`src/pkg/fcs_pkg.sv`:
```
package fcs_pkg;
    // clock and timing
    localparam int CLK_PERIOD_NS = 100;
    localparam int WAKEUP_DELAY_NS = 600;
    localparam int READ_ACCESS_NS = 150;
    localparam int WAKE_CYCLES = (WAKEUP_DELAY_NS + CLK_PERIOD_NS - 1) / CLK_PERIOD_NS;
    localparam int READ_CYCLES = (READ_ACCESS_NS + CLK_PERIOD_NS - 1) / CLK_PERIOD_NS;
    localparam int TIMER_W = 4;

    // flash bus widths
    localparam int FLASH_ADDR_W = 17;
    localparam int FLASH_DATA_W = 8;

    // command codes and status bits of the flash
    localparam logic [7:0] READ_ARRAY_CODE = 8'hFF;
    localparam logic [7:0] CLEAR_STATUS_CODE = 8'h50;
    localparam int SR_SUPPLY_ERR_BIT = 3;

    // register port
    localparam int REG_ADDR_W = 3;
    localparam int REG_DATA_W = 32;
    localparam logic [2:0] REG_CTRL = 3'h0;
    localparam logic [2:0] REG_ADDR = 3'h1;
    localparam logic [2:0] REG_WDATA = 3'h2;
    localparam logic [2:0] REG_STATUS = 3'h3;
    localparam logic [2:0] REG_RDATA = 3'h4;

    // control register fields
    localparam int CTRL_READ_BIT = 0;
    localparam int CTRL_WRITE_BIT = 1;
    localparam int CTRL_SLEEP_BIT = 2;
    localparam int CTRL_WAKE_BIT = 3;
    localparam int CTRL_SUPPLY_BIT = 4;
    localparam int CTRL_STATUS_KIND_BIT = 5;

    // status register fields
    localparam int STAT_BUSY_BIT = 0;
    localparam int STAT_AWAKE_BIT = 1;
    localparam int STAT_LOCK_BIT = 2;
    localparam int STAT_ARRAY_BIT = 3;
    localparam int STAT_REFUSED_BIT = 4;
    localparam int STAT_SUPPLY_BIT = 5;

    typedef enum logic [2:0] {
        ST_IDLE = 3'b000,
        ST_ASLEEP = 3'b001,
        ST_WAKE = 3'b010,
        ST_WR_SETUP = 3'b011,
        ST_WR_PULSE = 3'b100,
        ST_WR_HOLD = 3'b101,
        ST_RD_ACCESS = 3'b110,
        ST_RD_DONE = 3'b111
    } fcs_state_e;
endpackage

```
`src/core/fcs_timer.sv`:
```
`timescale 1ns/1ps
module fcs_timer
    import fcs_pkg::*;
(
    // clock and reset
    input wire logic core_clk_in,
    input wire logic rst_in,
    // load and expiry
    input wire logic start_in,
    input wire logic [TIMER_W-1:0] count_in,
    output logic done_out
);
    logic [TIMER_W-1:0] count_reg;

    // done rises in the last cycle of the loaded count
    assign done_out = (count_reg == 4'h1);

    always_ff @(posedge core_clk_in) begin
        if (rst_in) begin
            count_reg <= 4'h0;
        end else if (start_in) begin
            count_reg <= count_in;
        end else if (count_reg != 4'h0) begin
            count_reg <= count_reg - 4'h1;
        end
    end
endmodule

```
`src/core/fcs_host_ctrl.sv`:
```
`timescale 1ns/1ps
// What this block does
// - after supply error, only clear-status or read array until cleared
// - write read array before reading the array
// - writes only with select and strobe both low
// - wait wake-up delay before first access
module fcs_host_ctrl
    import fcs_pkg::*;
(
    // clock and reset
    input wire logic core_clk_in,
    input wire logic rst_in,
    // register port
    input wire logic [REG_ADDR_W-1:0] reg_addr_in,
    input wire logic [REG_DATA_W-1:0] reg_wdata_in,
    input wire logic reg_wr_in,
    input wire logic reg_rd_in,
    output logic [REG_DATA_W-1:0] reg_rdata_out,
    // flash pins
    output logic [FLASH_ADDR_W-1:0] flash_addr_out,
    output logic flash_ce_n_out,
    output logic flash_oe_n_out,
    output logic flash_we_n_out,
    output logic power_reset_n_out,
    output logic program_supply_high_out,
    input wire logic [FLASH_DATA_W-1:0] flash_dq_in,
    output logic [FLASH_DATA_W-1:0] flash_dq_out,
    output logic flash_dq_oe_out
);
    fcs_state_e state_reg, state_next;
    logic [FLASH_ADDR_W-1:0] addr_reg;
    logic [7:0] wdata_reg;
    logic [7:0] rdata_reg;
    logic [7:0] byte_reg;
    logic supply_high_reg;
    logic lock_reg;
    logic array_mode_reg;
    logic refused_reg;
    logic status_kind_reg;
    logic read_pend_reg;
    logic ce_n_reg, oe_n_reg, we_n_reg, rst_n_reg, dq_oe_reg;
    logic [REG_DATA_W-1:0] bus_rdata_reg;
    logic timer_start, timer_done;
    logic [TIMER_W-1:0] timer_count;

    function automatic logic in_write(input fcs_state_e s);
        return (s == ST_WR_SETUP) || (s == ST_WR_PULSE) || (s == ST_WR_HOLD);
    endfunction

    // register decode
    wire wr_ctrl = reg_wr_in && (reg_addr_in == REG_CTRL);
    wire wr_addr = reg_wr_in && (reg_addr_in == REG_ADDR);
    wire wr_wdata = reg_wr_in && (reg_addr_in == REG_WDATA);
    wire wr_status = reg_wr_in && (reg_addr_in == REG_STATUS);
    wire go_read = wr_ctrl && reg_wdata_in[CTRL_READ_BIT];
    wire go_write = wr_ctrl && reg_wdata_in[CTRL_WRITE_BIT];
    wire go_sleep = wr_ctrl && reg_wdata_in[CTRL_SLEEP_BIT];
    wire go_wake = wr_ctrl && reg_wdata_in[CTRL_WAKE_BIT];
    wire idle = (state_reg == ST_IDLE);
    // a latched supply error lets only clear-status or read array through
    wire write_blocked = lock_reg && (wdata_reg != CLEAR_STATUS_CODE)
        && (wdata_reg != READ_ARRAY_CODE);
    wire accept_write = idle && go_write && !write_blocked;
    wire accept_read = idle && go_read && !go_write;
    // array reads after any other command need read array first
    wire need_array = accept_read && !reg_wdata_in[CTRL_STATUS_KIND_BIT]
        && !array_mode_reg;
    wire accept_sleep = idle && go_sleep && !go_read && !go_write;
    wire accept_wake = (state_reg == ST_ASLEEP) && go_wake;
    wire refuse_evt = (go_read || go_write || go_sleep || go_wake)
        && !(accept_write || accept_read || accept_sleep || accept_wake);
    wire [7:0] status_byte = {2'b00, supply_high_reg, refused_reg, array_mode_reg, lock_reg,
        (state_reg != ST_ASLEEP), !idle};
    wire [REG_DATA_W-1:0] rd_mux =
        (reg_addr_in == REG_CTRL) ? {26'h0, status_kind_reg, supply_high_reg, 4'h0} :
        (reg_addr_in == REG_ADDR) ? {15'h0, addr_reg} :
        (reg_addr_in == REG_WDATA) ? {24'h0, wdata_reg} :
        (reg_addr_in == REG_STATUS) ? {24'h0, status_byte} :
        (reg_addr_in == REG_RDATA) ? {24'h0, rdata_reg} : 32'h0;

    always_comb begin
        state_next = state_reg;
        unique case (state_reg)
            ST_IDLE: begin
                if (accept_write || need_array) begin
                    state_next = ST_WR_SETUP;
                end else if (accept_read) begin
                    state_next = ST_RD_ACCESS;
                end else if (accept_sleep) begin
                    state_next = ST_ASLEEP;
                end
            end
            ST_ASLEEP: begin
                if (accept_wake) begin
                    state_next = ST_WAKE;
                end
            end
            ST_WAKE: begin
                if (timer_done) begin
                    state_next = ST_IDLE;
                end
            end
            ST_WR_SETUP: state_next = ST_WR_PULSE;
            ST_WR_PULSE: state_next = ST_WR_HOLD;
            ST_WR_HOLD: state_next = read_pend_reg ? ST_RD_ACCESS : ST_IDLE;
            ST_RD_ACCESS: begin
                if (timer_done) begin
                    state_next = ST_RD_DONE;
                end
            end
            ST_RD_DONE: state_next = ST_IDLE;
        endcase
    end

    assign timer_start = (state_next != state_reg)
        && ((state_next == ST_WAKE) || (state_next == ST_RD_ACCESS));
    assign timer_count = (state_next == ST_WAKE) ? TIMER_W'(WAKE_CYCLES) : TIMER_W'(READ_CYCLES);

    fcs_timer u_timer (
        .core_clk_in(core_clk_in),
        .rst_in(rst_in),
        .start_in(timer_start),
        .count_in(timer_count),
        .done_out(timer_done)
    );

    // pin levels follow the next state so every pin leaves a flip-flop
    wire ce_n_next = !(in_write(state_next) || (state_next == ST_RD_ACCESS));
    wire we_n_next = (state_next != ST_WR_PULSE);
    wire oe_n_next = (state_next != ST_RD_ACCESS);
    wire rst_n_next = (state_next != ST_ASLEEP);

    always_ff @(posedge core_clk_in) begin
        if (rst_in) begin
            state_reg <= ST_ASLEEP;
            ce_n_reg <= 1'b1;
            oe_n_reg <= 1'b1;
            we_n_reg <= 1'b1;
            rst_n_reg <= 1'b0;
            dq_oe_reg <= 1'b0;
        end else begin
            state_reg <= state_next;
            ce_n_reg <= ce_n_next;
            oe_n_reg <= oe_n_next;
            we_n_reg <= we_n_next;
            rst_n_reg <= rst_n_next;
            dq_oe_reg <= in_write(state_next);
        end
    end

    always_ff @(posedge core_clk_in) begin
        if (rst_in) begin
            addr_reg <= 17'h0_0000;
            wdata_reg <= 8'h00;
            supply_high_reg <= 1'b0;
            status_kind_reg <= 1'b0;
        end else begin
            if (wr_addr) begin
                addr_reg <= reg_wdata_in[FLASH_ADDR_W-1:0];
            end
            if (wr_wdata) begin
                wdata_reg <= reg_wdata_in[7:0];
            end
            if (wr_ctrl) begin
                supply_high_reg <= reg_wdata_in[CTRL_SUPPLY_BIT];
            end
            if (accept_read) begin
                status_kind_reg <= reg_wdata_in[CTRL_STATUS_KIND_BIT];
            end
        end
    end

    always_ff @(posedge core_clk_in) begin
        if (rst_in) begin
            byte_reg <= 8'h00;
            read_pend_reg <= 1'b0;
            array_mode_reg <= 1'b1;
            lock_reg <= 1'b0;
            rdata_reg <= 8'h00;
        end else if (accept_sleep) begin
            // flash comes back in read array with a fresh status
            array_mode_reg <= 1'b1;
            lock_reg <= 1'b0;
        end else if (state_reg == ST_IDLE && state_next == ST_WR_SETUP) begin
            byte_reg <= need_array ? READ_ARRAY_CODE : wdata_reg;
            read_pend_reg <= need_array;
            array_mode_reg <= need_array || (wdata_reg == READ_ARRAY_CODE);
            if (!need_array && wdata_reg == CLEAR_STATUS_CODE) begin
                lock_reg <= 1'b0;
            end
        end else if (state_reg == ST_RD_ACCESS && timer_done) begin
            rdata_reg <= flash_dq_in;
            read_pend_reg <= 1'b0;
            if (status_kind_reg && flash_dq_in[SR_SUPPLY_ERR_BIT]) begin
                lock_reg <= 1'b1;
            end
        end
    end

    // refused flag: a new refusal wins over a clear in the same cycle
    always_ff @(posedge core_clk_in) begin
        if (rst_in) begin
            refused_reg <= 1'b0;
        end else if (refuse_evt) begin
            refused_reg <= 1'b1;
        end else if (wr_status && reg_wdata_in[STAT_REFUSED_BIT]) begin
            refused_reg <= 1'b0;
        end
    end

    always_ff @(posedge core_clk_in) begin
        if (rst_in) begin
            bus_rdata_reg <= 32'h0;
        end else begin
            bus_rdata_reg <= reg_rd_in ? rd_mux : 32'h0;
        end
    end

    assign reg_rdata_out = bus_rdata_reg;
    assign flash_addr_out = addr_reg;
    assign flash_ce_n_out = ce_n_reg;
    assign flash_oe_n_out = oe_n_reg;
    assign flash_we_n_out = we_n_reg;
    assign power_reset_n_out = rst_n_reg;
    assign program_supply_high_out = supply_high_reg;
    assign flash_dq_out = byte_reg;
    assign flash_dq_oe_out = dq_oe_reg;

    property p_write_needs_select;
        @(posedge core_clk_in) disable iff (rst_in)
        !flash_we_n_out |-> !flash_ce_n_out && flash_oe_n_out && flash_dq_oe_out
            && $past(!flash_ce_n_out) ##1 flash_we_n_out && !flash_ce_n_out;
    endproperty
    a_write_needs_select: assert property (p_write_needs_select)
        else $error("write strobe low without chip select framing");

    property p_lock_blocks;
        @(posedge core_clk_in) disable iff (rst_in)
        $fell(flash_we_n_out) && $past(lock_reg, 2) |->
            (flash_dq_out == CLEAR_STATUS_CODE) || (flash_dq_out == READ_ARRAY_CODE);
    endproperty
    a_lock_blocks: assert property (p_lock_blocks)
        else $error("command written while supply error latched");

    property p_wake_wait;
        @(posedge core_clk_in) disable iff (rst_in)
        $rose(power_reset_n_out) |-> flash_ce_n_out [*6] ##1 (state_reg == ST_IDLE);
    endproperty
    a_wake_wait: assert property (p_wake_wait)
        else $error("access started before wake-up delay");

    property p_asleep_quiet;
        @(posedge core_clk_in) disable iff (rst_in)
        !power_reset_n_out |-> flash_ce_n_out && flash_we_n_out && flash_oe_n_out;
    endproperty
    a_asleep_quiet: assert property (p_asleep_quiet)
        else $error("flash selected while held in reset");

    property p_array_read_mode;
        @(posedge core_clk_in) disable iff (rst_in)
        $fell(flash_oe_n_out) && !status_kind_reg |-> array_mode_reg;
    endproperty
    a_array_read_mode: assert property (p_array_read_mode)
        else $error("array read without read array mode");
endmodule

```
`config.mk`:
```
export PLATFORM = sky130hd
export DESIGN_NAME = fcs_host_ctrl
export DESIGN_NICKNAME = d
export VERILOG_FILES = /design/src/pkg/fcs_pkg.sv /design/src/core/fcs_timer.sv /design/src/core/fcs_host_ctrl.sv
export SDC_FILE = /design/constraint.sdc
export NUM_CORES = 1
export LEC_CHECK = 0
export ABC_AREA = 1
export BUFFER_PORTS_ARGS = -buffer_cell sky130_fd_sc_hd__buf_4
export CAP_MARGIN = 25
export CORE_UTILIZATION = 56
export CTS_BUF_LIST = sky130_fd_sc_hd__clkbuf_4
export DETAILED_ROUTE_END_ITERATION = 10
export PLACE_DENSITY = 0.95
export RECOVER_POWER = 50
export SLEW_MARGIN = 20
export SYNTH_ARGS = -nofsm -noshare
export SYNTH_HDL_FRONTEND = slang
export SYNTH_HIERARCHICAL = 1
export SYNTH_SLANG_ARGS = --single-unit
```
`constraint.sdc`:
```
create_clock -name core_clk_in -period 3.8 [get_ports core_clk_in]
set_clock_uncertainty 0.2 [all_clocks]
set_input_delay 0.19 -clock core_clk_in [delete_from_list [all_inputs] [get_ports core_clk_in]]
set_output_delay 0.19 -clock core_clk_in [all_outputs]
set_load 0.01 [all_outputs]
```
; ---- Word level (Yosys, flattened, before mapping)
; Cells that the tools add are included.
[word_totals]
latch_bits = 0
out_inout_bits = 63
elab_cells = 139
ff_bits = 91
mem_bits_rw = 0
romBits = 0
memories = 0
in_bits = 47
[op_classes]
eq_ne = 27
bitwise_logic = 3
magnitude_cmp = 0
shift = 0
reduce_logical = 63
n_mul = 0
div_mod_pow = 0
add_sub_neg = 1
n_mux = 25
[op_table]
columns = op, count
row1 = 2-to-1 mux 8 bit, 4
row2 = logical AND 1 bit, 27
row3 = "== test 3 bit, second input constant", 8
row4 = 2-to-1 mux 3 bit, 8
row5 = case mux 3 bit (8 select lines), 1
row6 = "== test 3 x 2 -> 1 bit, second input constant", 6
row7 = 2-to-1 mux 17 bit, 1
row8 = logical OR 1 bit, 12
row9 = zero test 1 bit, 9
row10 = "== test 8 x 7 -> 1 bit, second input constant", 1
row11 = "== test 8 bit, second input constant", 1
row12 = 2-to-1 mux 1 bit, 8
row13 = 2-to-1 mux 4 bit, 2
row14 = "inequality test 8 x 7 -> 1 bit, second input constant", 1
row15 = "inequality test 8 bit, second input constant", 1
row16 = nonzero test 2 bit, 4
row17 = "== test 3 x 1 -> 1 bit, second input constant", 2
row18 = zero test 3 bit, 2
row19 = 2-to-1 mux 6 bit, 1
row20 = "inequality test 3 x 1 -> 1 bit, second input constant", 2
row21 = "inequality test 3 bit, second input constant", 2
row22 = AND reduction 3 bit, 2
row23 = OR reduction 6 bit, 1
row24 = "== test 4 x 1 -> 1 bit, second input constant", 1
row25 = other kinds (8), 12

; ---- Depth between registers and ports, before layout
; Gate-level depths: netlist of the first run.
[depth]
word_depth = 15
ltp_mapped = 14
depth_no_buf = 14

; ---- By module
; Netlist of the first run, hierarchy kept.
[by_module_without_submodules]
columns = module, area_per_inst_um2, n_inst, cells_each
row1 = fcs_host_ctrl, 3005.4, 1, 388
row2 = fcs_timer, 276.5, 1, 41

; ---- Worst setup path before layout of the first run
; Ideal clock, no wire load.
[synth_timing]
kind = flip-flop to flip-flop
from = register u_timer.count_reg[1]
to = register u_timer.count_reg[3]
required_ns = 3.489
n_path_buf = 0
arrival_time_ns = 1.838
period_less_slack_ns = 2.150
path_stages_with_launch = 13
setup_time_ns = 0.111
setup_slack_ns = 1.650
cell_sequence = dfxtp_1 inv_1 ha_1 nor3b_1 nand2_1 nand2_1 a21oi_1 nand3_1 nor2_1 inv_2 or2_0 nand3_1 nor2_1
[synth_between]
elab_chain_len = 7
[synth_lines]
columns = item, line_no
row1 = start: declaration, fcs_timer.sv:13  ; logic [TIMER_W-1:0] count_reg;
row2 = start signal: assignment, fcs_timer.sv:22  ; count_reg <= count_in;
row3 = start signal: assignment, fcs_timer.sv:24  ; count_reg <= count_reg - 4'h1;
row4 = == test 4 x 1 -> 1 bit *, fcs_timer.sv:16  ; assign done_out = (count_reg == 4'h1);
row5 = via timer_done, fcs_host_ctrl.sv:43  ; logic timer_start, timer_done;
row6 = 2-to-1 mux 3 bit (on tied branches), "fcs_host_ctrl.sv:107, fcs_host_ctrl.sv:99"
row7 = case mux 3 bit (8 select lines) *, fcs_host_ctrl.sv:83  ; unique case (state_reg)
row8 = == test 3 x 2 -> 1 bit or == test 3 bit (tied branches), fcs_host_ctrl.sv:116  ; && ((state_next == ST_WAKE) || (state_next == ST_RD_ACCESS));
row9 = logical OR 1 bit, fcs_host_ctrl.sv:116
row10 = logical AND 1 bit *, fcs_host_ctrl.sv:116
row11 = via timer_start, fcs_host_ctrl.sv:43
row12 = 2-to-1 mux 4 bit or nonzero test 2 bit (tied branches), n/a
; Mark *: on every way through the listed nets, which the timed path passes. The rest lies on a longest branch. The select of a mux whose other input is x is not followed.
; A chain may end at the register's enable or synchronous reset.

; ---- Worst setup path in the final report of the first run
[layout_timing]
from = input rst_in
to = register array_mode_reg
[layout_between]
elab_chain_len = 1
[layout_lines]
columns = item, line_no
row1 = start: declaration, fcs_host_ctrl.sv:12  ; input wire logic rst_in,
row2 = OR reduction 2 bit (no source line), n/a
row3 = end signal: assignment, fcs_host_ctrl.sv:187  ; array_mode_reg <= need_array || (wdata_reg == READ_ARRAY_CODE);
row4 = end: declaration, fcs_host_ctrl.sv:37  ; logic array_mode_reg;
; Every way passes these cells.

==> results of run 1 <==
[logic make-up (layout without fill, tap and decap cells)]
family,after synthesis,count (layout),share of synthesized area
fa+ha+maj,3,3,0.01144
simple gates,150,150,0.2223
compound gates,112,112,0.1792
buf+inv,86,191,0.1212
flops,76,76,0.4636
other cells,2,18,0.002288
[routing by layer]
metal | track usage | wire length [um] | up-vias
met5 | 0 | 0 | -
met4 | 0.1796 | 391 | 0
met3 | 0.05465 | 678 | 40
met2 | 0.5148 | 4408 | 164
met1 | 0.3190 | 3507 | 1512
li1 | - | - | 1605
[power by group through the flow]
stage / registers [W] / logic (W) / clock network [W]
2_1_floorplan: 0.000864 / 0.000169 / 0
3_3_place_gp: 0.000863 / 0.000224 / 0
3_5_place_dp: 0.000865 / 0.000237 / 0
4_1_cts: 0.000847 / 0.000265 / 0.000555
5_1_grt: 0.000853 / 0.000292 / 0.000591
6_report: 0.000848 / 0.000265 / 0.000550
[cell usage after synthesis, drive strengths merged, types with 2 or more instances]
cell,n
dfxtp,76
inv,60
nand2,58
nor2,57
a21oi,50
o21ai,50
nand3,23
buf,20
nand4,7
clkbuf,6
o221ai,4
o22ai,4
ha,3
a31oi,2
conb,2
nor3,2
[stage by stage]
step	instances	utilization	power [W]	cell area [um2]	hold slack, ns
3_5_place_dp	571	0.6925	0.001102	3860	0.2517
6_report	622	0.7497	0.001664	4179	0.02671
3_3_place_gp	571	0.6925	0.001088	3860	0.2386
2_1_floorplan	445	-	0.001033	3342	0.05907
5_1_grt	622	0.7497	0.001736	4179	0.02838
4_1_cts	622	0.7838	0.001668	4369	0.01429
[worst register-to-register path, cell delays in order (launching register included)]
cell and delay (ns):
dfxtp_1 0.39, inv_1 0.09, ha_1 0.18, nor3b_1 0.14
nand2_1 0.36, nand2_1 0.09, a21oi_1 0.24, nand3_1 0.17
nor2_1 0.31, inv_2 0.13, or2_0 0.21, nand3_1 0.08
nor2_1 0.05
[worst paths after layout]
check,cells past startpoint,to,slack (ns)
worst max-delay path,7,array_mode_reg,0.60
worst max register to register,12,u_timer/count_reg[3],1.06
worst min register to register,2,flash_dq_out[7],0.27
worst min-delay path,5,status_kind_reg,0.03
[final cells by class]
class	instances	share of cell area
Clock buffer	9	0.01617
Clock inverter	7	0.02186
Inverter	60	0.05389
Multi-Input combinational cell	283	0.3398
Sequential cell	76	0.3641
Tap cell	72	0.02156
Timing Repair Buffer	115	0.1826
[timing repair]
action | in CTS | in global routing
hold endpoints to repair | 50 | 0
setup buffers | 0 | 0
hold buffers | 35 | 0
gates resized for setup | 0 | 0
==> flow_summary.json, run 1 <==
{
  "max_freq_mhz": 312.8,
  "synth_cells": 429,
  "switchingPower_w": 0.0004635,
  "cp_data_arrival_time_ns": 3.30,
  "hpwlAfterDp_um": 5975,
  "critPathLaunch": "rst_in",
  "cts_max_level": 3,
  "start_kind": "primary input",
  "worstHoldStart": "reg_addr_in[2]",
  "pwr-share-comb": 0.159,
  "critPathMaxStageDelay_ns": 1.21,
  "synth_top_cell_area_share": 0.4636,
  "path_max_fanout": 43,
  "worstMarginPinSlew_ns": 1.660,
  "diodes": 0,
  "multi_input_area_um2": 1420,
  "die_h_um": 78.56,
  "clkSlewWorstSetupHoldPaths_ns": 0.12,
  "violations": "max-capacitance violations, max-slew violations",
  "ios": 110,
  "routed_wl_um": 8985,
  "crit_path_top_delay_cell": "clkbuf_1",
  "rows": 27,
  "maxSlewViolCount": 44,
  "r2r-start": "u_timer/count_reg[1]",
  "clockBufferDepth": 2,
  "crit_chain": "dlygate4sd3_1 > clkbuf_1 > inv_1 > clkbuf_1 > o21ai_0 > a21oi_1 > o211ai_1",
  "post-place-ws_ns": 1.144,
  "vdd_drop_max_mv": 0.2973,
  "numPortBuffers": 79,
  "grt_pass1_vias": 3137,
  "drive_gt1_frac": 0.1218,
  "cts_tree": "yes",
  "intPower_w": 0.001200,
  "cp.required_ns": 3.90,
  "power_leakage_nw": 1.740,
  "globalplace.congestion": 0.9614,
  "outcome": "finished with violations",
  "area_delta_synth_final_pct": 27.34,
  "synth_top_area_cell": "dfxtp_1",
  "ys_types": 31,
  "fin_ws_ns": 0.6030,
  "clock-sinks": 76,
  "layout_commonest_cell": "dfxtp_1",
  "period_share": 0.8413,
  "endpoint_kind": "register",
  "final_cell_mix": "dfxtp_1 (76), nand2_1 (56), inv_1 (53)",
  "cts_buffers": 9,
  "ys_seq_area_frac": 0.4636,
  "grt_pass1_wl_um": 13880,
  "period_minus_slack_ns": 3.197,
  "clk_latency_ns": 0.42,
  "finalSetupViolCount": 0,
  "worst_path_most_repeated_cell": "clkbuf_1",
  "ant_nets": 0,
  "power_density_nw_per_um2": 398.1,
  "min_path_type": "primary input to register",
  "dr.pass1.iters": 5,
  "pwr-share-clk": 0.331,
  "antenna_found_initial": 0,
  "final_hold_viol_count": 0,
  "rsz0062_at_grt": "false",
  "slew_headroom": -0.1065,
  "synth_edf_count": 0,
  "via_per_inst": 5.339,
  "seqPwrFrac": 0.510,
  "ctsRootBufferMaster": "clkbuf_4",
  "maxCapViolations": 1,
  "drt_iter0_drc": 250,
  "core_um2": 5574,
  "start_util": 0.5888,
  "grt_max_degree": 44,
  "nNetsFinal": 595,
  "switching_share": 0.2786,
  "vias": 3321,
  "dieArea_um2": 6171,
  "synth_area_um2": 3282,
  "wire_per_inst_um": 14.45,
  "ys_warn_count": 6,
  "grtUsageTotal": 0.2911,
  "setup-tns-final_ns": 0,
  "synthTopCellsByArea": "dfxtp_1 (46%), a21oi_1 (7.6%), o21ai_0 (7.6%)",
  "critical_path_buf_inv_count": 4,
  "n_fill_cell": 442,
  "seqCellArea_um2": 1521,
  "crit_type": "primary input to register",
  "syn_area_per_cell_um2": 7.650,
  "crit_family": "buffers and inverters",
  "fp.dieW_um": 78.56,
  "async_flop_share": 0,
  "synth_seq_cells": 76,
  "grt-ovfl-total": 0,
  "ys.flop_type": "dfxtp_1",
  "drc": 0
}
Note: power is estimated with default switching activity, not from simulation.
==> run 2: changes to the inputs <==
--- a/config.mk
+++ b/config.mk
@@ -8,10 +8,10 @@
 export ABC_AREA = 1
 export BUFFER_PORTS_ARGS = -buffer_cell sky130_fd_sc_hd__buf_4
 export CAP_MARGIN = 25
-export CORE_UTILIZATION = 56
+export CORE_UTILIZATION = 47
 export CTS_BUF_LIST = sky130_fd_sc_hd__clkbuf_4
 export DETAILED_ROUTE_END_ITERATION = 10
-export PLACE_DENSITY = 0.95
+export PLACE_DENSITY = 0.9
 export RECOVER_POWER = 50
 export SLEW_MARGIN = 20
 export SYNTH_ARGS = -nofsm -noshare
==> constraint.sdc (replaced) <==
create_clock -name core_clk_in -period 2.93 [get_ports core_clk_in]
set_clock_uncertainty 0.2 [all_clocks]
set_input_delay 0.1465 -clock core_clk_in [delete_from_list [all_inputs] [get_ports core_clk_in]]
set_output_delay 0.1465 -clock core_clk_in [all_outputs]
set_load 0.01 [all_outputs]
==> flow_summary.json, run 2 (synthesis results as in run 1) <==
{
  "cp_data_arrival_time_ns": 2.97,
  "power_leakage_nw": 1.746,
  "drc": 0,
  "core_um2": 6756,
  "pwr-share-clk": 0.323,
  "diodes": 0,
  "grt-ovfl-total": 0,
  "vdd_drop_max_mv": 0.3957,
  "cts_tree": "yes",
  "max_freq_mhz": 355.8,
  "fin_area_um2": 4238,
  "nNetsFinal": 600,
  "grtUsageTotal": 0.2471,
  "setup-tns-final_ns": 0,
  "min_path_type": "primary input to register",
  "pwr-share-comb": 0.162,
  "worstMarginPinSlew_ns": 0.7812,
  "slew_headroom": 0.4792,
  "post_cts_buffers": 0,
  "switching_share": 0.3026,
  "outcome": "complete, no violations",
  "crit_type": "primary input to register",
  "intPower_w": 0.001487,
  "antenna_found_initial": 0,
  "wire_per_inst_um": 14.42,
  "path_max_fanout": 7,
  "layout_commonest_cell": "dfxtp_1",
  "final_cell_mix": "dfxtp_1 (76), nand2_1 (55), inv_1 (53)",
  "clk_latency_ns": 0.45,
  "worst_path_most_repeated_cell": "nand3_1",
  "clkSlewWorstSetupHoldPaths_ns": 0.14,
  "fp.dieW_um": 85.56,
  "switchingPower_w": 0.0006452,
  "grt_pass1_vias": 3070,
  "maxSlewViolCount": 0,
  "finalSetupViolCount": 0,
  "clock-sinks": 76,
  "dieArea_um2": 7321,
  "power_density_nw_per_um2": 503.2,
  "period_share": 0.9592,
  "grt_max_degree": 31,
  "drt_iter0_drc": 274,
  "cp.required_ns": 3.09,
  "vias": 3286,
  "endpoint_kind": "register",
  "routed_wl_um": 9159,
  "clockBufferDepth": 2,
  "seqPwrFrac": 0.516,
  "crit_chain": "dlygate4sd3_1 > buf_4 > nor2_4 > dlygate4sd3_1 > nand4_4 > nor2_4 > nand2_4 > nand3_1 > nand3_1 > nor2_2 > inv_2 > or2_0 > nand3_1 > nor2_1",
  "rows": 30,
  "start_util": 0.4857,
  "grt_pass1_wl_um": 14170,
  "rsz0062_at_grt": "false",
  "maxCapViolations": 0,
  "crit_family": "buffers and inverters",
  "start_kind": "primary input",
  "crit_path_top_delay_cell": "dlygate4sd3_1",
  "numPortBuffers": 79,
  "cts_buffers": 9,
  "ios": 110,
  "holdWs_ns": 0.01180,
  "ctsRootBufferMaster": "clkbuf_4",
  "final_hold_viol_count": 0,
  "critPathMaxStageDelay_ns": 0.66,
  "hpwlAfterDp_um": 6004,
  "dr.pass1.iters": 5,
  "drive_gt1_frac": 0.1315,
  "die_h_um": 85.56,
  "via_per_inst": 5.175,
  "critical_path_buf_inv_count": 4,
  "cts_max_level": 3,
  "postPlaceCellArea_um2": 3885,
  "area_delta_synth_final_pct": 29.13,
  "globalplace.congestion": 0.8960,
  "period_minus_slack_ns": 2.811,
  "ant_nets": 0
}
-- run 2: cell count changes in the layout (fill, tap and decap cells not counted), sizes merged --
cell / previous run / this run
clkinv: 5 / 1
dlygate4sd3: 35 / 38
inv: 60 / 63
buf: 30 / 32
clkinvlp: 0 / 2
bufinv: 2 / 1
-- run 2: what timing repair did --
action | in CTS | in global routing
endpoints found under the hold margin | 63 | 0
setup endpoints to repair | 0 | 4
hold buffers | 38 | 0
resized for setup | 0 | 3
-- run 2: layout make-up --
cell class                 count  area [um2]
fill                         594        2519
sequential                    76        1521
multi-input combinational    283        1433
timing repair buffer         120       808.3
inverter                      60       225.2
tap                           80       100.1
clock inverter                 7       82.58
clock buffer                   9       67.56
-- run 2: worst register-to-register path, delay by kind of cell (launching register included) --
family / cells / cell delay [ns]
DFF: 1 / 0.38
and+or+nand+nor: 8 / 1.06
buffers and inverters: 2 / 0.20
adders and majority gates: 1 / 0.17
AOI/OAI and AO/OA: 1 / 0.23
-- run 2: worst paths after layout --
check / from / end / slack [ns] / depth (start not counted)
max: reg_addr_in[1] / u_timer/count_reg[3] / 0.12 / 14
min: reg_addr_in[2] / reg_rdata_out[5] / 0.01 / 6
min reg2reg: rdata_reg[6] / rdata_reg[6] / 0.28 / 2
max reg2reg: u_timer/count_reg[1] / u_timer/count_reg[3] / 0.62 / 12
-- run 2: per-stage QoR --
stage	worst slack, ns	power (W)	std cells	utilization
global route	0.005128	0.002223	635	0.6272
floorplan	0.7804	0.001339	445	-
CTS	0.03919	0.002133	635	0.6535
detailed placement	0.4873	0.001430	581	0.5750
finish	0.1194	0.002132	635	0.6272
global placement	0.5374	0.001412	581	0.5750
-- run 2: layer usage --
layer,global-route usage,vias to the layer above,share of wire
met3,0.03850,21,0.058
met2,0.4444,141,0.50
li1,-,1613,-
met1,0.2921,1511,0.42
met5,0,-,0
met4,0.1061,0,0.022
-- run 2: power groups by stage --
stage,Clock [W],Sequential (W),Combinational [W]
4_1_cts,0.000688,0.00110,0.000347
5_1_grt,0.000737,0.00110,0.000384
6_report,0.000688,0.00110,0.000345
3_5_place_dp,0,0.00112,0.000309
2_1_floorplan,0,0.00112,0.000219
3_3_place_gp,0,0.00112,0.000292
==> run 3: changes to the inputs <==
--- a/config.mk
+++ b/config.mk
@@ -11,6 +11,7 @@
 export CORE_UTILIZATION = 47
 export CTS_BUF_LIST = sky130_fd_sc_hd__clkbuf_4
 export DETAILED_ROUTE_END_ITERATION = 10
+export MAX_ROUTING_LAYER = met4
 export PLACE_DENSITY = 0.9
 export RECOVER_POWER = 50
 export SLEW_MARGIN = 20
==> flow_summary.json, run 3 (synthesis results as in run 1) <==
{
  "outcome": "complete, no violations",
  "period_minus_slack_ns": 2.786,
  "finalSetupViolCount": 0,
  "ctsRootBufferMaster": "clkbuf_4",
  "cts_buffers": 9,
  "drc": 0,
  "power_leakage_nw": 1.761,
  "clock-sinks": 76,
  "grt_max_degree": 29,
  "ios": 110,
  "ant_nets": 0,
  "cp_data_arrival_time_ns": 2.94,
  "wire_per_inst_um": 14.18,
  "via_per_inst": 5.064,
  "clkSlewWorstSetupHoldPaths_ns": 0.14,
  "met1Wirelength_um": 3843,
  "wl_met2_um": 4489,
  "diodes": 0,
  "min_path_type": "register to register",
  "holdWs_ns": 0.2612,
  "wl_met3_um": 507,
  "area_delta_synth_final_pct": 29.43,
  "layout_commonest_cell": "dfxtp_1",
  "core_um2": 6756,
  "power_density_nw_per_um2": 503.4,
  "globalplace.congestion": 0.9021,
  "seqPwrFrac": 0.514,
  "clk_latency_ns": 0.45,
  "grt-ovfl-total": 0,
  "final_cell_mix": "dfxtp_1 (76), nand2_1 (57), inv_1 (55)",
  "maxSlewViolCount": 0,
  "die_h_um": 85.56,
  "post_cts_buffers": 0,
  "grt_pass1_wl_um": 13910,
  "cts_max_level": 3,
  "nNetsFinal": 602,
  "pwr-share-clk": 0.327,
  "path_max_fanout": 7,
  "routed_wl_um": 9030,
  "crit_type": "primary input to register",
  "cts_tree": "yes",
  "drt_iter0_drc": 147,
  "max_freq_mhz": 358.9,
  "clockBufferDepth": 2,
  "maxCapViolations": 0,
  "grtUsageTotal": 0.2543,
  "pwr-share-comb": 0.159,
  "rows": 30,
  "period_share": 0.9510,
  "cp.required_ns": 3.08,
  "switchingPower_w": 0.0006503,
  "endpoint_kind": "register",
  "vdd_drop_max_mv": 0.3529,
  "dr.pass1.iters": 4,
  "top_layer": "met4",
  "grt_pass1_vias": 3019,
  "antenna_found_initial": 0,
  "start_util": 0.4857,
  "final_hold_viol_count": 0,
  "start_kind": "primary input",
  "intPower_w": 0.001488,
  "switching_share": 0.3041,
  "numPortBuffers": 79,
  "power_w": 0.002138,
  "dieArea_um2": 7321,
  "vias": 3226,
  "fp.dieW_um": 85.56,
  "hpwlAfterDp_um": 6061,
  "drive_gt1_frac": 0.1221
}
run 3: final timing paths:
| path | startpoint | end | slack [ns] | cells past startpoint |
|---|---|---|---|---|
| min reg2reg | flash_addr_out[13] | reg_rdata_out[13] | 0.26 | 2 |
| max reg2reg | state_reg[0] | u_timer/count_reg[3] | 0.28 | 14 |
| min | flash_addr_out[13] | reg_rdata_out[13] | 0.26 | 2 |
| max | reg_addr_in[2] | u_timer/count_reg[3] | 0.14 | 14 |
run 3: worst max-delay path, cell delays in order:
cell and delay, ns:
dlygate4sd3_1 0.54, buf_4 0.15, nor2_4 0.22, nand2_1 0.09, dlygate4sd3_1 0.61, nor2_4 0.15
nand4_1 0.10, nand3_1 0.13, nand3_1 0.19, nor2_4 0.18, inv_2 0.09, or2_0 0.21
nand3_1 0.08, nor2_1 0.04
run 3: repair_timing:
action,CTS,global route
hold endpoints to repair,63,0
setup endpoints to repair,0,4
gates resized for setup,0,3
hold buffers,40,0
run 3: layer usage:
layer | track usage | vias to the layer above
met5 | - | -
met4 | 0.1182 | 0
met3 | 0.05582 | 16
met2 | 0.4458 | 124
met1 | 0.2744 | 1479
li1 | - | 1607
run 3: area by class of cell:
class                   count  area [um2]
fillers                   618        2509
flip-flops and latches     76        1521
multi-input cells         283        1415
repair buffers            122       835.8
inverters                  60       225.2
well taps                  80       100.1
clock inverters             7       82.58
clock buffers               9       67.56
run 3: power by group through the flow:
stage / clock [W] / combinational (W) / sequential, W
after detailed placement: 0 / 0.000305 / 0.00112
after CTS: 0.000704 / 0.000344 / 0.00110
final: 0.000699 / 0.000340 / 0.00110
after global placement: 0 / 0.000292 / 0.00112
after floorplan: 0 / 0.000219 / 0.00112
after global routing: 0.000747 / 0.000379 / 0.00111
run 3: metrics by stage:
step	setup slack (ns)	instances	area [um2]	util	TNS [ns]
global route	-0.005185	637	4248	0.6287	-0.005185
global placement	0.5441	581	3885	0.5750	0
detailed placement	0.4678	581	3885	0.5750	0
CTS	0.04778	637	4436	0.6565	0
floorplan	0.7804	445	3342	-	0
finish	0.1436	637	4248	0.6287	0
